File: src/rtl/stht_pkg.sv
// Constants for the target handshake timing block
package stht_pkg;
  // Register offsets are printed as indices 13 and 23; byte address is x4
  localparam int unsigned PERIOD_IDX   = 13;
  localparam int unsigned SETUP_IDX    = 23;
  localparam int unsigned CTRL_IDX     = 24;
  localparam int unsigned STAT_IDX     = 25;
  localparam int unsigned TXDATA_IDX   = 26;
  localparam int unsigned RXDATA_IDX   = 27;
  localparam logic [11:0] PERIOD_ADDR  = 12'(PERIOD_IDX * 4);
  localparam logic [11:0] SETUP_ADDR   = 12'(SETUP_IDX * 4);
  localparam logic [11:0] CTRL_ADDR    = 12'(CTRL_IDX * 4);
  localparam logic [11:0] STAT_ADDR    = 12'(STAT_IDX * 4);
  localparam logic [11:0] TXDATA_ADDR  = 12'(TXDATA_IDX * 4);
  localparam logic [11:0] RXDATA_ADDR  = 12'(RXDATA_IDX * 4);
  localparam logic [7:0]  PERIOD_RST   = 8'h00;
  localparam logic [7:0]  SETUP_RST    = 8'h00;
  localparam logic [7:0]  CTRL_RST     = 8'h00;
  // Control bits
  localparam int unsigned CTRL_EN_BIT   = 0;
  localparam int unsigned CTRL_SYNC_BIT = 1;
  localparam int unsigned CTRL_OUT_BIT  = 2;
  // Timing, FIFO depth and data width
  localparam int unsigned CLK_PS       = 5000;
  localparam int unsigned HOLD_CLKS    = 2;
  localparam int unsigned INHIBIT_CODE = 1;
  localparam int unsigned FIFO_DEPTH   = 32;
  localparam int unsigned DATA_W       = 8;
  typedef enum logic [2:0] {
    ST_IDLE  = 3'b000,
    ST_SETUP = 3'b001,
    ST_ASRT  = 3'b011,
    ST_NEG   = 3'b010,
    ST_HOLD  = 3'b110
  } stht_state_t;
endpackage : stht_pkg

File: src/rtl/stht_fifo.sv
// Synchronous FIFO with valid and ready on both sides
`timescale 1ns/1ps
module stht_fifo #(
  parameter int unsigned WIDTH = 8,
  parameter int unsigned DEPTH = 32
) (
  input  wire logic             hclk,
  input  wire logic             hresetn,
  input  wire logic [WIDTH-1:0] in_data,
  input  wire logic             in_valid,
  output logic                  in_ready,
  output logic [WIDTH-1:0]      out_data,
  output logic                  out_valid,
  input  wire logic             out_ready
);
  localparam int unsigned AW = $clog2(DEPTH);
  initial begin
    if (DEPTH < 2 || (1 << AW) != DEPTH) $error("DEPTH must be power of 2");
  end
  logic [WIDTH-1:0] mem [DEPTH];
  logic [AW:0]      wr_q;
  logic [AW:0]      rd_q;
  wire              push = in_valid && in_ready;
  wire              pop  = out_valid && out_ready;
  assign in_ready  = (wr_q - rd_q) != (AW+1)'(DEPTH);
  assign out_valid = wr_q != rd_q;
  assign out_data  = mem[rd_q[AW-1:0]];
  always_ff @(posedge hclk) begin
    if (push) mem[wr_q[AW-1:0]] <= in_data;
  end
  always_ff @(posedge hclk or negedge hresetn) begin
    if (!hresetn) begin
      wr_q <= '0;
      rd_q <= '0;
    end else begin
      if (push) wr_q <= wr_q + 1'b1;
      if (pop)  rd_q <= rd_q + 1'b1;
    end
  end
endmodule : stht_fifo

File: src/rtl/stht_target.sv
// Target-side REQ/ACK handshake timer with AHB-Lite registers
`timescale 1ns/1ps
// Functional notes
// RQ1: Period code 0 gives 16/16, code 1 inhibited, else ceil and floor halves.
// RQ2: Sync REQ held asserted A cycles and negated N cycles.
// RQ3: Sync output data valid N cycles before REQ, held A cycles after.
// RQ4: Setup code gives its value in cycles, code 0 gives 16.
// RQ5: Async output data placed S cycles before REQ; setup at index 23.
// RQ6: Async output data held two clocks after ACK asserts.
// RQ7: REQ negates after ACK asserts; next REQ after ACK negates.
// RQ8: Async input ACK-to-next-REQ at most three clocks plus 40 ns.
// RQ9: Input suspends REQ while the FIFO is full.
// RQ10: Output withholds REQ while the FIFO is empty.
// RQ11: Initiator holds ACK asserted and negated at least 20 ns.
// RQ12: Counters reload at REQ edges; settings latch at transfer start.
module stht_target
  import stht_pkg::*;
(
  input  wire logic        hclk,
  input  wire logic        hresetn,
  input  wire logic        hsel,
  input  wire logic [11:0] haddr,
  input  wire logic [1:0]  htrans,
  input  wire logic        hwrite,
  input  wire logic [2:0]  hsize,
  input  wire logic [31:0] hwdata,
  input  wire logic        hready,
  output logic [31:0]      hrdata,
  output logic             hreadyout,
  output logic             hresp,
  input  wire logic        ack_in,
  input  wire logic [7:0]  data_in,
  output logic             req_out,
  output logic [7:0]       data_out,
  output logic             data_oe
);
  // A = ceil(v/2), N = floor(v/2), 0 -> 16/16
  function automatic logic [4:0] asrt_cnt(input logic [4:0] v);
    asrt_cnt = (v == 5'h00) ? 5'h10 : 5'((6'(v) + 6'h01) >> 1); // RQ1
  endfunction : asrt_cnt
  function automatic logic [4:0] neg_cnt(input logic [4:0] v);
    neg_cnt = (v == 5'h00) ? 5'h10 : 5'(v >> 1); // RQ1
  endfunction : neg_cnt

  logic [7:0]  period_q;
  logic [7:0]  setup_q;
  logic [7:0]  ctrl_q;
  logic        dph_q;
  logic        dwr_q;
  logic [11:0] daddr_q;
  logic [31:0] hrdata_q;
  logic [1:0]  ack_s_q;
  logic        ack_q;
  logic [7:0]  din_s1_q;
  logic [7:0]  din_q;
  logic        req_q;
  logic [7:0]  dout_q;
  logic        oe_q;
  logic [4:0]  cnt_q;
  logic [4:0]  a_q;
  logic [4:0]  n_q;
  logic        sync_q;
  logic        outd_q;
  stht_state_t st_q;

  // Pins pass two flops before use
  always_ff @(posedge hclk or negedge hresetn) begin
    if (!hresetn) begin
      ack_s_q  <= 2'b00;
      ack_q    <= 1'b0;
      din_s1_q <= 8'h00;
      din_q    <= 8'h00;
    end else begin
      ack_s_q  <= {ack_s_q[0], ack_in};
      ack_q    <= ack_s_q[1];
      din_s1_q <= data_in;
      din_q    <= din_s1_q;
    end
  end
  wire ack_a = ack_s_q[1];
  wire ack_rise = ack_a && !ack_q;

  // Bus slave; zero wait states
  wire        addr_ok = hsel && hready && htrans[1];
  wire        wr_en   = dph_q && dwr_q;
  wire        rd_ph   = addr_ok && !hwrite;
  wire        rd_pop  = rd_ph && (haddr == RXDATA_ADDR);
  wire        wr_push = wr_en && (daddr_q == TXDATA_ADDR);
  logic [7:0] tx_d, rx_d;
  logic       tx_v, tx_pop;
  logic       rx_v, rx_rdy, rx_push;

  stht_fifo #(.WIDTH(DATA_W), .DEPTH(FIFO_DEPTH)) u_tx (
    .hclk(hclk), .hresetn(hresetn),
    .in_data(hwdata[7:0]), .in_valid(wr_push), .in_ready(),
    .out_data(tx_d), .out_valid(tx_v), .out_ready(tx_pop)
  );
  stht_fifo #(.WIDTH(DATA_W), .DEPTH(FIFO_DEPTH)) u_rx (
    .hclk(hclk), .hresetn(hresetn),
    .in_data(din_q), .in_valid(rx_push), .in_ready(rx_rdy),
    .out_data(rx_d), .out_valid(rx_v), .out_ready(rd_pop)
  );
  wire [31:0] rd_mux =
    (haddr == PERIOD_ADDR) ? {24'h000000, 3'h0, period_q[4:0]} :
    (haddr == SETUP_ADDR)  ? {24'h000000, 4'h0, setup_q[3:0]} :
    (haddr == CTRL_ADDR)   ? {24'h000000, ctrl_q} :
    (haddr == STAT_ADDR)   ? {24'h000000, 1'b0, st_q, rx_v, !rx_rdy,
                              tx_v, req_q} :
    (haddr == RXDATA_ADDR) ? {24'h000000, rx_d} : 32'h00000000;

  always_ff @(posedge hclk or negedge hresetn) begin
    if (!hresetn) begin
      dph_q    <= 1'b0;
      dwr_q    <= 1'b0;
      daddr_q  <= 12'h000;
      hrdata_q <= 32'h00000000;
    end else begin
      dph_q   <= addr_ok;
      dwr_q   <= hwrite;
      daddr_q <= haddr;
      if (rd_ph) hrdata_q <= rd_mux;
    end
  end
  always_ff @(posedge hclk or negedge hresetn) begin
    if (!hresetn) begin
      period_q <= PERIOD_RST;
      setup_q  <= SETUP_RST;
      ctrl_q   <= CTRL_RST;
    end else if (wr_en) begin
      if (daddr_q == PERIOD_ADDR) period_q <= {3'h0, hwdata[4:0]};
      if (daddr_q == SETUP_ADDR)  setup_q  <= {4'h0, hwdata[3:0]};
      if (daddr_q == CTRL_ADDR)   ctrl_q   <= hwdata[7:0];
    end
  end
  assign hrdata    = hrdata_q;
  assign hreadyout = 1'b1;
  assign hresp     = 1'b0;

  // Handshake engine
  wire [4:0] s_cnt   = (setup_q[3:0] == 4'h0) ? 5'h10
                                              : {1'b0, setup_q[3:0]}; // RQ4
  wire       inhibit = period_q[4:0] == 5'(INHIBIT_CODE); // RQ1
  wire       en      = ctrl_q[CTRL_EN_BIT] &&
                       !(ctrl_q[CTRL_SYNC_BIT] && inhibit);
  // Start needs data to send, or room to receive
  wire       can_go  = ctrl_q[CTRL_OUT_BIT] ? tx_v : rx_rdy; // RQ9 RQ10
  wire       last1   = cnt_q <= 5'h01;
  // Pop only when the start really happens, else a byte is lost
  wire       idle_go   = en && can_go && !ack_a;
  wire       sync_next = (st_q == ST_ASRT) && sync_q && last1 && outd_q &&
                         tx_v;
  assign tx_pop  = ((st_q == ST_IDLE) && idle_go && ctrl_q[CTRL_OUT_BIT]) ||
                   sync_next; // RQ10
  assign rx_push = !outd_q && req_q &&
                   (sync_q ? (st_q == ST_ASRT && last1) : ack_rise);

  always_ff @(posedge hclk or negedge hresetn) begin
    if (!hresetn) begin
      st_q   <= ST_IDLE;
      cnt_q  <= 5'h00;
      a_q    <= 5'h01;
      n_q    <= 5'h01;
      sync_q <= 1'b0;
      outd_q <= 1'b0;
      req_q  <= 1'b0;
      dout_q <= 8'h00;
      oe_q   <= 1'b0;
    end else begin
      case (st_q)
        ST_IDLE: begin
          if (idle_go) begin
            // Settings latch here only
            sync_q <= ctrl_q[CTRL_SYNC_BIT]; // RQ12
            outd_q <= ctrl_q[CTRL_OUT_BIT];
            a_q    <= asrt_cnt(period_q[4:0]); // RQ1
            n_q    <= neg_cnt(period_q[4:0]);
            if (ctrl_q[CTRL_OUT_BIT]) begin
              dout_q <= tx_d;
              oe_q   <= 1'b1;
              cnt_q  <= ctrl_q[CTRL_SYNC_BIT] ? neg_cnt(period_q[4:0])
                                              : s_cnt; // RQ3 RQ5
              st_q   <= ST_SETUP;
            end else begin
              req_q  <= 1'b1;
              cnt_q  <= asrt_cnt(period_q[4:0]); // RQ12
              st_q   <= ST_ASRT;
            end
          end
        end
        ST_SETUP: begin
          if (last1) begin
            req_q <= 1'b1; // RQ3 RQ5
            cnt_q <= a_q; // RQ12
            st_q  <= ST_ASRT;
          end else cnt_q <= cnt_q - 5'h01;
        end
        ST_ASRT: begin
          if (sync_q ? last1 : ack_a) begin
            req_q <= 1'b0; // RQ2 RQ7
            cnt_q <= sync_q ? n_q : 5'(HOLD_CLKS); // RQ12 RQ6
            if (sync_next) begin
              // Negation doubles as setup of the next byte
              dout_q <= tx_d; // RQ2 RQ3
              st_q   <= ST_SETUP;
            end else st_q <= sync_q ? ST_NEG : ST_HOLD;
          end else if (sync_q) cnt_q <= cnt_q - 5'h01;
        end
        ST_HOLD: begin
          // Data kept two clocks past ACK, and ACK must fall first
          if (cnt_q > 5'h00) cnt_q <= cnt_q - 5'h01; // RQ6
          else if (!ack_a) begin
            oe_q <= 1'b0; // RQ7 RQ8
            st_q <= ST_IDLE;
          end
        end
        ST_NEG: begin
          // Input streams on; output ends here when the FIFO ran dry
          if (last1 && !outd_q && en && rx_rdy) begin
            req_q <= 1'b1; // RQ2 RQ9
            cnt_q <= a_q; // RQ12
            st_q  <= ST_ASRT;
          end else if (last1) begin
            oe_q <= 1'b0; // RQ2 RQ3
            st_q <= ST_IDLE;
          end else cnt_q <= cnt_q - 5'h01;
        end
        default: st_q <= ST_IDLE;
      endcase
    end
  end
  assign req_out  = req_q;
  assign data_out = dout_q;
  assign data_oe  = oe_q;

  a_async_neg: assert property (@(posedge hclk) disable iff (!hresetn) // RQ7
    (st_q == ST_ASRT && !sync_q && ack_a) |=> !req_q)
    else $error("REQ not negated after ACK");
  a_sync_asrt: assert property (@(posedge hclk) disable iff (!hresetn) // RQ2
    $rose(req_q) && sync_q |-> req_q [*2] or (a_q == 5'h01))
    else $error("sync REQ assertion too short");
  a_full_stall: assert property (@(posedge hclk) disable iff (!hresetn) // RQ9
    (st_q == ST_IDLE && !ctrl_q[CTRL_OUT_BIT] && !rx_rdy) |=> !req_q)
    else $error("REQ raised with FIFO full");
  a_empty_stall: assert property (@(posedge hclk) disable iff (!hresetn) // RQ10
    (st_q == ST_IDLE && ctrl_q[CTRL_OUT_BIT] && !tx_v) |=> !oe_q)
    else $error("output started with FIFO empty");
  a_out_hold: assert property (@(posedge hclk) disable iff (!hresetn) // RQ6
    (outd_q && !sync_q && $fell(req_q)) |-> oe_q [*3])
    else $error("async data dropped early");
  a_setup_req: assert property (@(posedge hclk) disable iff (!hresetn) // RQ5
    ($rose(req_q) && outd_q) |-> $past(oe_q))
    else $error("REQ before data setup");
  a_inhibit: assert property (@(posedge hclk) disable iff (!hresetn) // RQ1
    (st_q == ST_IDLE && ctrl_q[CTRL_SYNC_BIT] && inhibit) |=> st_q == ST_IDLE)
    else $error("inhibited period started");
  a_async_next: assert property (@(posedge hclk) disable iff (!hresetn) // RQ8
    (st_q == ST_HOLD && cnt_q == 5'h00 && !ack_a) |=> st_q == ST_IDLE)
    else $error("next transfer delayed");
  c_async_out: cover property (@(posedge hclk) outd_q && !sync_q && $fell(req_q));
  c_sync_in: cover property (@(posedge hclk) !outd_q && sync_q && rx_push);
  c_full: cover property (@(posedge hclk) !rx_rdy);
endmodule : stht_target

File: config.mk
export PLATFORM = sky130hd
export DESIGN_NAME = stht_target
export DESIGN_NICKNAME = d
export VERILOG_FILES = /design/src/rtl/stht_pkg.sv /design/src/rtl/stht_fifo.sv /design/src/rtl/stht_target.sv
export SDC_FILE = /design/constraint.sdc
export NUM_CORES = 1
export LEC_CHECK = 0
export BUFFER_PORTS_ARGS = -buffer_cell sky130_fd_sc_hd__buf_2
export CAP_MARGIN = 20
export CORE_UTILIZATION = 58
export CTS_BUF_LIST = sky130_fd_sc_hd__clkbuf_8
export CTS_CLUSTER_DIAMETER = 60
export DETAILED_ROUTE_END_ITERATION = 16
export GPL_TIMING_DRIVEN = 0
export PLACE_DENSITY = 0.79
export REMOVE_ABC_BUFFERS = 1
export SETUP_SLACK_MARGIN = 0.2
export SLEW_MARGIN = 5
export SYNTH_ARGS = -nofsm -noshare
export SYNTH_HDL_FRONTEND = slang
export SYNTH_SLANG_ARGS = --single-unit
export TNS_END_PERCENT = 10
File: constraint.sdc
create_clock -name hclk -period 3.76 [get_ports hclk]
set_clock_uncertainty 0.2 [all_clocks]
set_input_delay 1.128 -clock hclk [delete_from_list [all_inputs] [get_ports hclk]]
set_output_delay 1.128 -clock hclk [all_outputs]
set_load 0.1 [all_outputs]
* Yosys cells after proc, flatten, opt, wreduce, memory -nomap -nowiden
Memories as Yosys holds them, arrays and structs flattened. Index checks and enable logic that the tools add are counted.
Storage, ports and cells: register bits after elaboration 136, RAM bits 512, input bits 63, output and inout bits 44, word-level logic and storage cells 174, memories 2
Memories:
- u_rx.mem | words 32, width 8, read ports 1, clocked after memory_dff 0, wr ports 1, RTL line stht_fifo.sv:20 | logic [WIDTH-1:0] mem [DEPTH];
- u_tx.mem | words 32, width 8, read ports 1, clocked after memory_dff 0, wr ports 1, RTL line stht_fifo.sv:20
Operators by class: $add $sub $neg 8, order comparisons 2, equality and inequality tests 33, multiplexer cells 55, reductions and logical operators 50
Operators by type and width (number):
- == test 12 x 7 -> 1 bit, second input constant | 7
- two-way mux 8 bit | 9
- two-way mux 5 bit | 13
- logical AND 1 bit | 27
- two-way mux 3 bit | 9
- one-hot mux 5 bit (5 select lines) | 1
- adder 6 x 1 -> 6 bit, second input constant | 4
- == test 12 x 6 -> 1 bit, second input constant | 2
- != test 2 bit, second input constant | 11
- two-way mux 1 bit | 18
- one-hot mux 8 bit (2 select lines) | 1
- one-hot mux 3 bit (5 select lines) | 1
- != test 6 bit | 2
- != test 6 bit, second input constant | 2
- AND reduction 6 bit | 2
- subtractor 6 bit | 2
- AND reduction 5 bit | 2
- AND reduction 2 bit | 4
- AND reduction 7 bit | 1
- adder 5 x 1 -> 6 bit, second input constant | 1
- == test 3 x 2 -> 1 bit, second input constant | 2
- zero test 1 bit | 6
- != test 3 bit, second input constant | 2
- == test 5 x 1 -> 1 bit, second input constant | 1
- other kinds (18) | 18

* Longest topological paths before layout
word-level depth 10, depth in mapped cells 14, mapped depth without buffers 10

* By module
A second synthesis with hierarchy kept.
Second synthesis, totals: cells, all modules 1420, area total of the unflattened synthesis 25739.7 um^2
By module, submodules not included:
- stht_fifo | times used 2, cells an instance 506, area each 10709.0 um^2, sequential area each 7987.7 um^2
- stht_target | times used 1, cells an instance 408, area each 4321.6 um^2, sequential area each 2204.6 um^2

* Worst setup path before layout
OpenSTA, ideal clock, no wires.
kind register to register, from register u_tx.rd_q[1], to memory u_tx.mem[0][0], enable pin, setup time 0.370 ns, arrival 3.333 ns, data required time 3.190 ns, setup slack -0.144 ns, cell stages (with the launch flop) 14, buffers on the path 3, period minus slack after synthesis 3.904 ns, path through dfrtp_1 clkbuf_1 inv_2 buf_1 ha_1 nor2b_1 o21ai_0 a21boi_0 o21ai_0 and3_1 o311ai_2 or2_2 buf_2 nor2_1
Between the ends: cells in the longest elaborated chain, start to end 5
RTL lines:
- start: declaration | RTL line stht_fifo.sv:22 | logic [AW:0] rd_q;
- start signal: assignment | RTL line stht_fifo.sv:37 | if (pop) rd_q <= rd_q + 1'b1;
- subtractor 6 bit | RTL line stht_fifo.sv:25 | assign in_ready = (wr_q - rd_q) != (AW+1)'(DEPTH);
- != test 6 bit | RTL line stht_fifo.sv:25
- logical AND 1 bit | RTL line stht_fifo.sv:23 | wire push = in_valid && in_ready;
- two-way mux 1 bit | RTL line stht_fifo.sv:29 | if (push) mem[wr_q[AW-1:0]] <= in_data;
- two-way mux 1 bit (implied by the code) | RTL line stht_fifo.sv:29
- end: declaration | RTL line stht_fifo.sv:20
No other way between the ends.

* Final worst setup path
from register u_tx.rd_q[1], to memory u_tx.mem[12][6], enable pin
Same word-level chain as after synthesis.

==> results.py <==
metrics = {
    "outcome": {
        "status": "finished, final reports clean",
    },
    "routing": {
        "viasPerCell": 6.20,
        "drcViolationCount": 0,
        "first_iter_violations": 1632,
        "routed-via-count": 14000,
        "wl_per_cell_um": 25.2,
        "ant_nets": 0,
        "drtPass1Iterations": 6,
        "routed_wl_mm": 57.0,
    },
    "timing": {
        "slew_headroom": 0.239,
        "worst_pin_slew_ns": 1.14,
        "fin_ws_ns": 0.180,
        "finalHoldViolations": 0,
        "setup_viol": 0,
        "drv_slew": 0,
        "period_share": 0.952,
        "rsz0062_at_grt": "true",
        "max_clock_freq_mhz": 279,
        "timing.final.crit_period_ns": 3.58,
    },
    "synth": {
        "async_flop_share": 0.179,
        "synth_warnings": 0,
        "ys_seq_area_frac": 0.706,
        "synth_edf_count": 512,
        "ys.flop_type": "edfxtp_1",
        "ys_ff_latch": 624,
        "synth_cell_types": 71,
        "netlist_area_um2": 25800,
        "syn_avg_cell_area_um2": 17.8,
        "netlist_instances": 1450,
    },
    "clock_network": {
        "cts_buffer_depth": 3,
        "clk_latency_ns": 0.70,
        "htreeDepth": 3,
        "clock-sinks": 624,
        "path_clk_slew_ns": 0.06,
        "numCtsBuffers": 95,
        "cts_tree": "built",
        "cts_root_buf": "clkbuf_8",
    },
    "worst_setup_path": {
        "worstPathRequired_ns": 3.98,
        "r2r_slack_ns": 0.18,
        "crit_arrival_ns": 3.80,
        "critPathSlowestCell": "dfrtp_4",
        "cp_max_fo": 17,
        "rr_worst_depth": 10,
        "reg2reg_to": "u_tx.mem[12][6]",
        "crit_start": "u_tx.rd_q[1]",
        "critical_path.max_stage_delay_ns": 0.46,
        "startpoint_type": "flop",
        "cp-endpoint": "u_tx.mem[12][6]",
        "critical_path_class": "reg -> reg",
        "cp_cell_sequence": "clkinv_8 -> ha_1 -> nor2b_1 -> o21ai_1 -> nand2_1 -> or3_1 -> a211o_1 -> o311ai_4 -> or2_4 -> nor2_4",
        "end_kind": "flop",
        "regToRegStartpoint": "u_tx.rd_q[1]",
    },
    "grt": {
        "grt_pass1_wl_mm": 84.8,
        "grt_overflow_total": 0,
        "grt_usage": 0.255,
        "grt_antenna_before_repair": 0,
        "grt_pass1_vias": 14200,
        "grt_max_degree": 96,
    },
    "place": {
        "placed_area_um2": 26500,
        "detailedPlace.worstSlack_ns": -1.08,
        "portBuffers": 52,
        "dp_hpwl_mm": 32.2,
        "gp_congestion": 0.879,
    },
    "job": {
        "drv_cap": 0,
    },
    "floorplan": {
        "die_h_um": 213,
        "fp.dieW_um": 213,
        "initial_core_util": 0.593,
        "rows": 76,
        "coreArea_um2": 43500,
        "die_area_um2": 45300,
        "io-pin-count": 107,
    },
    "min_path": {
        "hold_class": "in -> async",
    },
    "power_and_ir_drop": {
        "p_sw_mw": 5.26,
        "max-vdd-ir-drop_v": 0.000477,
        "comb_power_share": 0.215,
        "p_sw_frac": 0.308,
        "p_seq_frac": 0.475,
        "fin_total_pwr_mw": 17.1,
        "power_density_nw_per_um2": 573,
        "p_leak_nw": 10.4,
        "p_clk_frac": 0.310,
        "internal-power_mw": 11.8,
    },
    "finish": {
        "area_growth_pct": 15.5,
        "fin_util": 0.684,
        "design_area_um2": 29700,
        "fillCellCount": 2577,
        "diodes": 0,
        "drive_gt1_frac": 0.308,
        "nNetsFinal": 1685,
    },
}
-- routing by layer --
layer  up-vias  routed length, um  share of wire  global-route usage
met5         -                  0              0                   0
met4         0               1500          0.026              0.0977
met3       101               4080          0.072              0.0444
met2       684              29000           0.51               0.421
met1      7266              22400           0.39               0.343
li1       5983                  -              -                   -
-- sequential cells by signal (all words and copies together), names as in the netlist, 8 cells and up --
name and flops:
u_rx.mem 256, u_tx.mem 256, daddr_q 12, ctrl_q 8, data_out 8, din_q 8
din_s1_q 8, hrdata 8
-- per-stage QoR --
step	cells	setup TNS, ns	hold slack [ns]
after CTS	2248	0	0.0407
after global routing	2263	0	0.0477
after detailed placement	2024	-418.09	0.139
after global placement	2019	-1701.80	0.132
after floorplan	1382	-791.97	0.131
final	2263	0	0.0786
-- power by group through the flow --
stage               combinational, mW  clock [mW]  sequential, mW
floorplan                        2.02           0            8.72
global placement                 3.13           0            8.46
detailed placement               3.27           0            8.38
CTS                              3.61        5.31            8.11
global route                     3.92        5.65            8.14
finish                           3.66        5.29            8.10
-- synthesized netlist by cell type, drive strengths merged, types with 15 or more instances --
master | count | area, um^2
edfxtp | 512 | 15400
mux4 | 152 | 3420
dfrtp | 110 | 2750
nor2 | 109 | 409
nand2 | 81 | 307
buf | 56 | 347
o21ai | 46 | 230
mux2i | 39 | 390
a21oi | 38 | 190
clkbuf | 36 | 135
inv | 31 | 116
ha | 26 | 325
xnor2 | 20 | 175
mux2 | 19 | 214
nor3 | 17 | 96.4
nand3 | 15 | 75.1
-- worst min-delay path by stage --
stage,depth (start not counted),start,end,slack [ns]
after floorplan,0,ack_s_q[0],ack_s_q[1],0.13
after global placement,0,din_s1_q[7],din_q[7],0.13
after detailed placement,0,din_s1_q[7],din_q[7],0.14
after CTS,1,hresetn,din_q[3],0.04
after global routing,1,hresetn,din_q[3],0.05
final,1,hresetn,din_s1_q[2],0.08
-- cell families after synthesis --
kind of cell,share of synthesized area
flip-flops,0.706
AND/OR/NAND/NOR,0.0532
multiplexers,0.156
AO/OA/AOI/OAI,0.0382
buffers and inverters,0.0232
XOR/XNOR,0.0102
adder cells (fa/ha/maj),0.0126
other,0.000292
-- layout make-up --
| type | instances | area (um^2) | area share |
|---|---|---|---|
| Clock buffer | 105 | 1450 | 0.0486 |
| Clock inverter | 74 | 358 | 0.0120 |
| Inverter | 31 | 139 | 0.00467 |
| Multi-Input combinational cell | 727 | 7550 | 0.254 |
| Sequential cell | 624 | 18200 | 0.612 |
| Tap cell | 585 | 732 | 0.0246 |
| Timing Repair Buffer | 117 | 1310 | 0.0441 |
-- critical path: cells and delay by family (launching register included) --
family | cells | cell delay (ns)
and+or+nand+nor | 5 | 1.17
buffers and inverters | 1 | 0.14
adders and majority gates | 1 | 0.35
AOI/OAI and AO/OA | 3 | 0.95
DFF | 1 | 0.46
-- what timing repair did --
action,4_1_cts,5_1_grt
resized for setup,125,19
cloned,0,1
endpoints found under the setup margin,554,522
hold buffers,0,0
setup buffers,45,10
pin swaps,34,5
-- cells in the final DEF, fill, tap and decap left out, types with 19 or more instances in the layout --
| cell | Yosys | final |
|---|---|---|
| mux2_2 | 19 | 19 |
| dfrtp_1 | 110 | 103 |
| clkbuf_8 | 0 | 105 |
| ha_1 | 26 | 26 |
| nor2_1 | 109 | 52 |
| xnor2_1 | 20 | 20 |
| nor2_4 | 0 | 55 |
| a21oi_1 | 38 | 37 |
| conb_1 | 2 | 26 |
| buf_12 | 0 | 29 |
| edfxtp_1 | 512 | 512 |
| o21ai_0 | 44 | 41 |
| buf_2 | 22 | 51 |
| mux4_2 | 152 | 152 |
| inv_1 | 25 | 64 |
| mux2i_1 | 39 | 39 |
| buf_4 | 29 | 22 |
| nand2_1 | 80 | 77 |
No activity file was read; power rests on OpenSTA's default activity.
